**config.mk**
```make
export PLATFORM = sky130hd
export DESIGN_NAME = srseq_top
export DESIGN_NICKNAME = d
export VERILOG_FILES = /design/src/hdl/srseq_pkg.sv /design/src/hdl/srseq_stack.sv /design/src/hdl/srseq_top.sv
export SDC_FILE = /design/constraint.sdc
export NUM_CORES = 1
export LEC_CHECK = 0
export BUFFER_PORTS_ARGS = -buffer_cell sky130_fd_sc_hd__buf_2
export CORE_MARGIN = 1
export CORE_UTILIZATION = 50
export CTS_BUF_LIST = sky130_fd_sc_hd__clkbuf_8
export CTS_CLUSTER_SIZE = 40
export DETAILED_ROUTE_END_ITERATION = 10
export HOLD_SLACK_MARGIN = 0.1
export PLACE_DENSITY = 0.7
export SLEW_MARGIN = 20
export SYNTH_ARGS = -nofsm -noshare
export SYNTH_HDL_FRONTEND = slang
export SYNTH_HIERARCHICAL = 1
export SYNTH_SLANG_ARGS = --single-unit
```
**constraint.sdc**
```tcl
create_clock -name CLK -period 3.4 [get_ports CLK]
set_input_delay 0.17 -clock CLK [delete_from_list [all_inputs] [get_ports CLK]]
set_output_delay 0.17 -clock CLK [all_outputs]
set_load 0.1 [all_outputs]
```
**src/hdl/srseq_pkg.sv**
```systemverilog
// Shared constants, types and opcodes for the subroutine return sequencer
package srseq_pkg;
   localparam int PC_W   = 13;
   localparam int WORD_W = 14;
   localparam int DATA_W = 8;
   localparam int DEPTH  = 8;
   localparam int PTR_W  = 3;

   // Opcode encodings of the three returns (14-bit words)
   localparam logic [13:0] OP_RET_IRQ  = 14'h0009;
   localparam logic [13:0] OP_RET_SUB  = 14'h0008;
   localparam logic [5:0]  OP_RET_LIT  = 6'h34;   // Upper six bits, low byte is literal
   localparam int          LIT_HI_MSB  = 13;
   localparam int          LIT_HI_LSB  = 8;

   // Interrupt control register layout
   localparam int          GIE_BIT     = 7;
   localparam logic [7:0]  INTERRUPT_CONTROL_REG_RST  = 8'h00;
   localparam logic [12:0] PC_RST      = 13'h0000;
   localparam logic [7:0]  ACC_RST     = 8'h00;
   localparam logic [2:0]  PTR_RST     = 3'h0;
   localparam logic [2:0]  PTR_ONE     = 3'h1;

   typedef enum logic [2:0] {
      SRSEQ_IDLE  = 3'b001,
      SRSEQ_POP   = 3'b010,
      SRSEQ_FLUSH = 3'b100
   } srseq_state_t;

   typedef enum logic [2:0] {
      SRSEQ_K_NONE = 3'b000,
      SRSEQ_K_IRQ  = 3'b001,
      SRSEQ_K_LIT  = 3'b010,
      SRSEQ_K_SUB  = 3'b100
   } srseq_kind_t;

   // Instruction issued from decode
   typedef struct packed {
      logic              valid;
      logic [13:0]       word;
   } srseq_instr_t;

   // Push request from call or interrupt entry
   typedef struct packed {
      logic              valid;
      logic [12:0]       addr;
   } srseq_push_t;

   // State of the top module
   typedef struct packed {
      srseq_state_t      state;
      srseq_kind_t       kind;
      logic [12:0]       pc;
      logic [7:0]        acc;
      logic [7:0]        interrupt_control_reg;
      logic [2:0]        ptr;
      logic              done;
      logic              pop;
   } srseq_regs_t;
endpackage

```
**src/hdl/srseq_stack.sv**
```systemverilog
// Return-address stack memory with registered top-of-stack read
`timescale 1ns/1ns
module srseq_stack
(
   // Clock and enable
   input  wire logic        clk,
   input  wire logic        ce,
   // Write port
   input  wire logic        wr_en,
   input  wire logic [2:0]  wr_addr,
   input  wire logic [12:0] wr_data,
   // Read port
   input  wire logic [2:0]  rd_addr,
   output logic      [12:0] rd_data
);
   logic [12:0] mem [srseq_pkg::DEPTH];

   // Storage needs no reset; content is defined by pushes
   always_ff @(posedge clk)
   begin
      if (ce)
      begin
         if (wr_en)
            mem[wr_addr] <= wr_data;
         rd_data <= mem[rd_addr];
      end
   end
endmodule

```
**src/hdl/srseq_top.sv**
```systemverilog
// Return instruction sequencer: pops stack into PC, loads literal, sets irq enable
`timescale 1ns/1ns
// Overview of operation
// - Return from interrupt pops the stack and loads the popped top value into the program counter.
// - Return from interrupt sets the global interrupt enable, bit 7 of the interrupt control register.
// - Return from interrupt is a single program word completing in two instruction cycles.
// - Return with literal writes its 8-bit immediate into the accumulator.
// - Return with literal also pops the stack into the program counter.
// - Return with literal is a single program word completing in two instruction cycles.
// - Return from subroutine pops the stack into the program counter and changes nothing else.
// - Return from subroutine is a single program word completing in two instruction cycles.
module srseq_top
(
   // Clock, reset, enable
   input  wire logic                   CLK,
   input  wire logic                   RST,
   input  wire logic                   CE,
   // Decoded instruction and stack pushes
   input  srseq_pkg::srseq_instr_t     INSTR,
   input  srseq_pkg::srseq_push_t      PUSH,
   // Architectural state
   output logic                 [12:0] PC,
   output logic                 [7:0]  ACC,
   output logic                 [7:0]  INTERRUPT_CONTROL_REG,
   output logic                 [2:0]  STACK_PTR,
   output logic                        GLOBAL_IRQ_ENABLE,
   // Status flag write enable, never asserted here
   output logic                        STATUS_WE,
   // Sequencing handshake
   output logic                        BUSY,
   output logic                        FLUSH,
   output logic                        DONE,
   output logic                        POP
);
   // State register and its next value
   srseq_pkg::srseq_regs_t r_reg;
   srseq_pkg::srseq_regs_t r_next;

   // Decode and stack helpers
   srseq_pkg::srseq_kind_t kind_dec;
   logic [12:0]            stack_top;
   logic [2:0]             top_addr;
   logic [2:0]             ptr_up;
   logic                   accept;
   logic                   push_take;
   logic                   is_irq;
   logic                   is_sub;
   logic                   is_lit;
   logic [7:0]             lit_value;
   logic [7:0]             interrupt_control_reg_set;

   // Opcode matches; the literal return compares only its upper six bits
   assign is_irq    = INSTR.word == srseq_pkg::OP_RET_IRQ;
   assign is_sub    = INSTR.word == srseq_pkg::OP_RET_SUB;
   assign is_lit    = INSTR.word[srseq_pkg::LIT_HI_MSB:srseq_pkg::LIT_HI_LSB] == srseq_pkg::OP_RET_LIT;
   assign lit_value = INSTR.word[srseq_pkg::DATA_W-1:0];

   // Classify the incoming word; the exact matches are tested first
   always_comb
   begin
      kind_dec = srseq_pkg::SRSEQ_K_NONE;
      if (INSTR.valid)
      begin
         if (is_irq)
            kind_dec = srseq_pkg::SRSEQ_K_IRQ;
         else if (is_sub)
            kind_dec = srseq_pkg::SRSEQ_K_SUB;
         else if (is_lit)
            kind_dec = srseq_pkg::SRSEQ_K_LIT;
      end
   end

   // Only one word accepted while idle; a return is a single program word
   assign accept    = (r_reg.state == srseq_pkg::SRSEQ_IDLE)
                   && (kind_dec != srseq_pkg::SRSEQ_K_NONE);
   // A push is dropped while busy and in the cycle a return wins
   assign push_take = PUSH.valid && (r_reg.state == srseq_pkg::SRSEQ_IDLE) && !accept;

   // Pointer after a push and after a pop; both wrap at the stack depth
   assign ptr_up    = r_reg.ptr + srseq_pkg::PTR_ONE;
   assign top_addr  = r_reg.ptr - srseq_pkg::PTR_ONE;

   // Enable bit forced high, the other control bits kept as they are
   for (genvar b = 0; b < srseq_pkg::DATA_W; b++)
   begin : g_interrupt_control_reg
      if (b == srseq_pkg::GIE_BIT)
      begin : g_enable
         assign interrupt_control_reg_set[b] = 1'b1;
      end
      else
      begin : g_keep
         assign interrupt_control_reg_set[b] = r_reg.interrupt_control_reg[b];
      end
   end

   // Registered read means top value is ready in the pop cycle
   srseq_stack u_stack
   (
      .clk     (CLK),
      .ce      (CE),
      .wr_en   (push_take),
      .wr_addr (r_reg.ptr),
      .wr_data (PUSH.addr),
      .rd_addr (top_addr),
      .rd_data (stack_top)
   );

   // Next-state logic
   always_comb
   begin
      r_next      = r_reg;
      r_next.done = 1'b0;
      r_next.pop  = 1'b0;
      case (r_reg.state)
         srseq_pkg::SRSEQ_IDLE:
         begin
            if (accept)
            begin
               r_next.kind  = kind_dec;
               r_next.state = srseq_pkg::SRSEQ_POP;
               // Literal lands at once so it is in place before the target runs
               if (kind_dec == srseq_pkg::SRSEQ_K_LIT)
               begin
                  r_next.acc = lit_value;
               end
            end
            else if (push_take)
            begin
               // Only a call or an interrupt entry grows the stack
               r_next.ptr = ptr_up;
            end
            else
            begin
               // Idle with nothing taken: kind cleared, done and pop drop, every other register holds
               r_next.kind = srseq_pkg::SRSEQ_K_NONE;
            end
         end
         srseq_pkg::SRSEQ_POP:
         begin
            // Cycle one: top value into PC, pointer moves down
            r_next.pc    = stack_top;
            r_next.ptr   = top_addr;
            r_next.pop   = 1'b1;
            r_next.state = srseq_pkg::SRSEQ_FLUSH;
            // Side effects that differ per kind
            case (r_reg.kind)
               srseq_pkg::SRSEQ_K_IRQ:
               begin
                  r_next.interrupt_control_reg = interrupt_control_reg_set;
               end
               srseq_pkg::SRSEQ_K_LIT:
               begin
                  // Accumulator was loaded when the word was taken
                  r_next.interrupt_control_reg = r_reg.interrupt_control_reg;
               end
               srseq_pkg::SRSEQ_K_SUB:
               begin
                  // Plain return leaves every other register alone
                  r_next.interrupt_control_reg = r_reg.interrupt_control_reg;
               end
               default:
               begin
                  // No kind latched after an upset: abandon without popping
                  r_next.pc    = r_reg.pc;
                  r_next.ptr   = r_reg.ptr;
                  r_next.pop   = 1'b0;
                  r_next.state = srseq_pkg::SRSEQ_IDLE;
               end
            endcase
         end
         srseq_pkg::SRSEQ_FLUSH:
         begin
            // Cycle two: fetched word discarded, target fetched next
            r_next.state = srseq_pkg::SRSEQ_IDLE;
            r_next.kind  = srseq_pkg::SRSEQ_K_NONE;
            r_next.done  = 1'b1;
         end
         default:
         begin
            // Illegal state code: recover to idle and drop the kind
            r_next.state = srseq_pkg::SRSEQ_IDLE;
            r_next.kind  = srseq_pkg::SRSEQ_K_NONE;
         end
      endcase
   end

   // State register, frozen while CE is low; reset wins over the enable
   always_ff @(posedge CLK)
   begin
      if (RST)
      begin
         // Stack words are left alone; the pointer alone empties it
         r_reg.state  <= srseq_pkg::SRSEQ_IDLE;
         r_reg.kind   <= srseq_pkg::SRSEQ_K_NONE;
         r_reg.pc     <= srseq_pkg::PC_RST;
         r_reg.acc    <= srseq_pkg::ACC_RST;
         r_reg.interrupt_control_reg <= srseq_pkg::INTERRUPT_CONTROL_REG_RST;
         r_reg.ptr    <= srseq_pkg::PTR_RST;
         r_reg.done   <= 1'b0;
         r_reg.pop    <= 1'b0;
      end
      else if (CE)
         r_reg <= r_next;
   end

   // Architectural state straight from the register
   assign PC                = r_reg.pc;
   assign ACC               = r_reg.acc;
   assign INTERRUPT_CONTROL_REG            = r_reg.interrupt_control_reg;
   assign STACK_PTR         = r_reg.ptr;
   assign GLOBAL_IRQ_ENABLE = r_reg.interrupt_control_reg[srseq_pkg::GIE_BIT];

   // Flags are never written by a return, not even the literal one
   assign STATUS_WE         = 1'b0;

   // Handshake: BUSY and FLUSH decoded from the state, DONE and POP from their own register bits; BUSY blocks new words
   assign BUSY              = r_reg.state != srseq_pkg::SRSEQ_IDLE;
   assign FLUSH             = r_reg.state == srseq_pkg::SRSEQ_FLUSH;
   assign DONE              = r_reg.done;
   assign POP               = r_reg.pop;
endmodule

```
==> PnR_summary.wiki <==
{| class="wikitable"
! Metric !! Value
|-
| H-tree depth || 4
|-
| Number of flip-flops under the largest register name || 104
|-
| Top post-synthesis cells by count || 117 x edfxtp_1, 34 x nor2_1, 33 x buf_4, 33 x dfxtp_1, 24 x mux4_1
|-
| Largest delay share family, worst path || simple AND/OR/NAND/NOR gates
|-
| Pre-CTS setup slack || approximately 1100 ps
|-
| Critical Path AT || 2440 ps
|-
| Compound-cell area share of the yosys netlist || approximately 2.6%
|-
| Placeable core region || between 10000 and 15000 um^2
|-
| Routed length per placed instance || between 15 and 20 um
|-
| Initial antenna violation count || 1
|-
| DRT iter0 DRCs || around 170
|-
| Required time worst endpoint || 3530 ps
|-
| Post-synthesis instance area || around 6000 um^2
|-
| Proportion of layout cells with a drive suffix above 1 || ~27%
|-
| Initial Utilization || slightly above 50%
|-
| Worst hold path endpoint || u_stack/rd_data[11]
|-
| Adder and majority cell fraction of the synthesized area || less than 1%
|-
| Final weighted congestion of routability-driven global placement || 0.811
|-
| Sw Pwr || 0.773 mW
|-
| Buf/Inv on CP || 1
|-
| Internal Dissipation || 2.75 mW
|-
| Maxcap violations || 0
|-
| Fraction of power spent switching nets || a little over a fifth
|-
| Residual DRC || 0
|-
| Part of the power in the clock network || 34.3%
|-
| Fin crit period || ~2300 ps
|-
| Maximum number of pins on one net before global-route repair || 33
|-
| Number of gates given a new drive strength after cts || 0
|-
| Maximum clock path buffer count || 2
|-
| Count of cell instances traversed by the critical path || 6
|-
| Depth of the worst register-to-register path || 6
|-
| Final clock period utilization by the worst path || around two thirds
|-
| Tightest Hold Check Type || in -> reg
|-
| Max rail drop VDD || about 0.25 mV
|-
| Final setup slack of the worst path || 1100 ps
|-
| Post-Synthesis Cells || around 360
|-
| Largest clock skew in the final design || roughly 7.5 ps
|-
| Setup violation total in the final timing report || 0
|-
| Endpoint of the worst-slack reg-to-reg timing path || u_stack/mem[2][2]
|-
| Relative slew slack || slightly above 50%
|-
| Vias per cell || 5.39
|-
| Yosys Warn Count || 6
|-
| Number of instances on the worst hold path || 1
|-
| Cts bufs inserted || 17
|-
| Fill cell instance count of the final layout || around 910
|-
| Mapped Avg Cell Area || between 15 and 20 um^2
|-
| CTS Sinks || 150
|-
| Leading area contributor after synthesis || edfxtp_1
|-
| Internal reg-to-reg setup slack || around 1100 ps
|-
| Post-Route Utilization || 58.4%
|-
| Total die area || between 10000 and 15000 um^2
|-
| Area overhead of the layout relative to synthesis || 13.9%
|-
| Delay of the slowest cell on the worst path || between 400 and 500 ps
|-
| Number of search-and-repair iterations in the first detailed-routing pass || 4
|-
| Worst hold slack across all endpoints || around 180 ps
|-
| Ports || 70
|-
| Number of distinct library cells after synthesis || 42
|-
| Residual overflow from global routing || 0
|-
| Async SR Flop Fraction || 0%
|-
| GRT Total Usage || around a fifth
|-
| Result of the run || finished, final reports clean
|-
| Static Leakage || about 2.8 nW
|-
| Input/output buffers || between 60 and 70
|-
| Startpoint of the worst register-to-register path || r_reg[37]
|-
| Nature of the critical path startpoint || flip-flop
|-
| Flop and latch count out of synthesis || 150
|-
| Die Height || about 110 um
|-
| Global-route wire length before repair || 17300 um
|-
| Unrepaired setup endpoints after global routing || false
|-
| Clock slew at reported path FFs || 70 ps
|-
| Number of slew-limit violations in the final report || 0
|-
| Number of rows created at floorplan || 40
|-
| Largest family of logic cells by synthesized area || multiplexers
|-
| Sequence of cells on the critical path || nor3b_4, and2_4, and3_1, nand3b_1, nor2_1, buf_4
|-
| Part of the total power dissipated in combinational logic || 8.1%
|-
| Simple-gate area share of the yosys netlist || under 10%
|-
| Largest driver fanout on the critical path || 10
|-
| Slew @ Worst Pin || 730 ps
|-
| Area share of the largest cell type after synthesis || between 50% and 60%
|-
| Total via count in the routed design || 3183
|-
| Final setup TNS || 0 ps
|-
| Post-synth top flop || edfxtp_1
|-
| Class of the most critical setup path || reg -> reg
|-
| Top cells by area in the synthesized netlist || edfxtp_1 57%, dfxtp_1 11%, mux4_1 10%, buf_4 4.0%, mux2i_1 3.8%
|-
| Category of the worst setup path capture point || flip-flop
|-
| Post-layout power || 3.52 mW
|-
| Die W || between 100 and 150 um
|-
| Xor-xnor portion of the synthesized cell area || less than 1%
|-
| Maximum frequency from static timing analysis || 434 MHz
|-
| Register with the highest flop count || u_stack/mem
|-
| FF/Latch Area || between 4000 and 5000 um^2
|-
| TritonCTS clock tree || done
|-
| Worst hold path startpoint || CE
|-
| Clock tree root buffer cell || clkbuf_8
|-
| Slowest stage cell on the critical path || dfxtp_1
|-
| Sequential cell fraction of total power || between 50% and 60%
|-
| Fraction of the yosys area taken by sequential cells || 68.1%
|-
| Number of nets still failing antenna checks after routing || 0
|-
| Total power divided by cell area || just over 500 nW/um^2
|-
| Share of synthesized area spent on multiplexers || around 17%
|-
| Via count of the first global-routing pass || about 3200
|-
| Count of endpoints failing hold in the final timing report || 0
|-
| Clk_lat worst skew || 440 ps
|-
| Library cell with the highest instance count after synthesis || edfxtp_1
|-
| Number of enable-type register cells in the synthesized netlist || around 120
|-
| Half-perimeter wire length after detailed placement || between 6000 and 7000 um
|-
| Number of nets in the layout || ~470
|-
| Area of the multi-input gates || ~1700 um^2
|-
| Detailed-route wire length || roughly 11000 um
|}
==> kinds of logic after synthesis <==
kind of cell | count (synthesis)
XOR/XNOR | 3
multiplexers | 62
AND/OR/NAND/NOR | 64
AO/OA/AOI/OAI | 23
adder cells (fa/ha/maj) | 2
other | 1
flip-flops | 150
buffers and inverters | 52
==> metrics by stage <==
stage | cells | instance area [um^2]
final | 590 | 6980
after global routing | 590 | 6980
after CTS | 589 | 6980
after detailed placement | 538 | 6430
after global placement | 538 | 6430
after floorplan | 364 | 6160
==> repair_timing <==
action,in CTS,in global routing
hold endpoints to repair,114,0
setup buffers,0,0
hold buffers,21,0
==> worst register-to-register path: cells and delay by family, from the launching register on <==
kind	cells	cell delay [ps]
flops	1	420
buf+inv	1	290
simple gates	5	1300
==> cell type report <==
type,count,area share [%]
Multi-Input combinational cell,162,23.7
Tap cell,147,2.63
Clock buffer,17,3.35
Timing Repair Buffer,94,8.67
Inverter,6,0.323
Antenna cell,1,0.0358
Clock inverter,13,1.51
Sequential cell,150,59.8
==> power by group through the flow <==
stage          Sequential [mW]  Combinational, mW  Clock, mW
2_1_floorplan             2.06              0.203          0
3_3_place_gp              2.07              0.263          0
3_5_place_dp              2.07              0.268          0
4_1_cts                   2.03              0.287       1.23
5_1_grt                   2.03              0.306       1.30
6_report                  2.03              0.285       1.21
==> cells in the final DEF, fill, tap and decap left out, types with 2 or more instances in the layout <==
master,n
a21oi_1,8
a31oi_1,2
buf_2,61
buf_4,12
bufinv_16,2
clkbuf_8,17
clkinv_2,3
conb_1,8
dfxtp_1,33
dlygate4sd3_1,21
edfxtp_1,117
ha_1,2
inv_1,13
mux2_2,13
mux2i_1,23
mux4_1,24
mux4_2,2
nand2_1,5
nand2b_1,3
nand3_1,2
nand4_1,3
nor2_1,34
nor3_2,2
nor3b_4,2
o21ai_0,7
or3_1,2
xnor2_1,2
==> how the worst max path moves through the flow <==
| stage | from | endpoint | slack (ps) |
|---|---|---|---|
| 3_5_place_dp | STACK_PTR[0] | u_stack/rd_data[5] | 1110 |
| 3_3_place_gp | STACK_PTR[0] | u_stack/rd_data[10] | 1140 |
| 6_report | r_reg[37] | u_stack/mem[2][2] | 1100 |
| 2_1_floorplan | r_reg[39] | DONE | 260 |
| 5_1_grt | r_reg[37] | u_stack/mem[2][11] | 930 |
| 4_1_cts | STACK_PTR[0] | u_stack/rd_data[5] | 1090 |
==> routing by layer <==
metal | share of wire, % | track usage [%] | wire [um] | vias to the layer above
met5 | 0 | 0 | 0 | -
met1 | 45 | 22.9 | 4950 | 1584
met4 | 1.6 | 7.29 | 172 | 0
met3 | 4.2 | 5.25 | 466 | 18
li1 | - | - | - | 1493
met2 | 49 | 31.4 | 5420 | 88
Power figures use the tool's default switching activity.
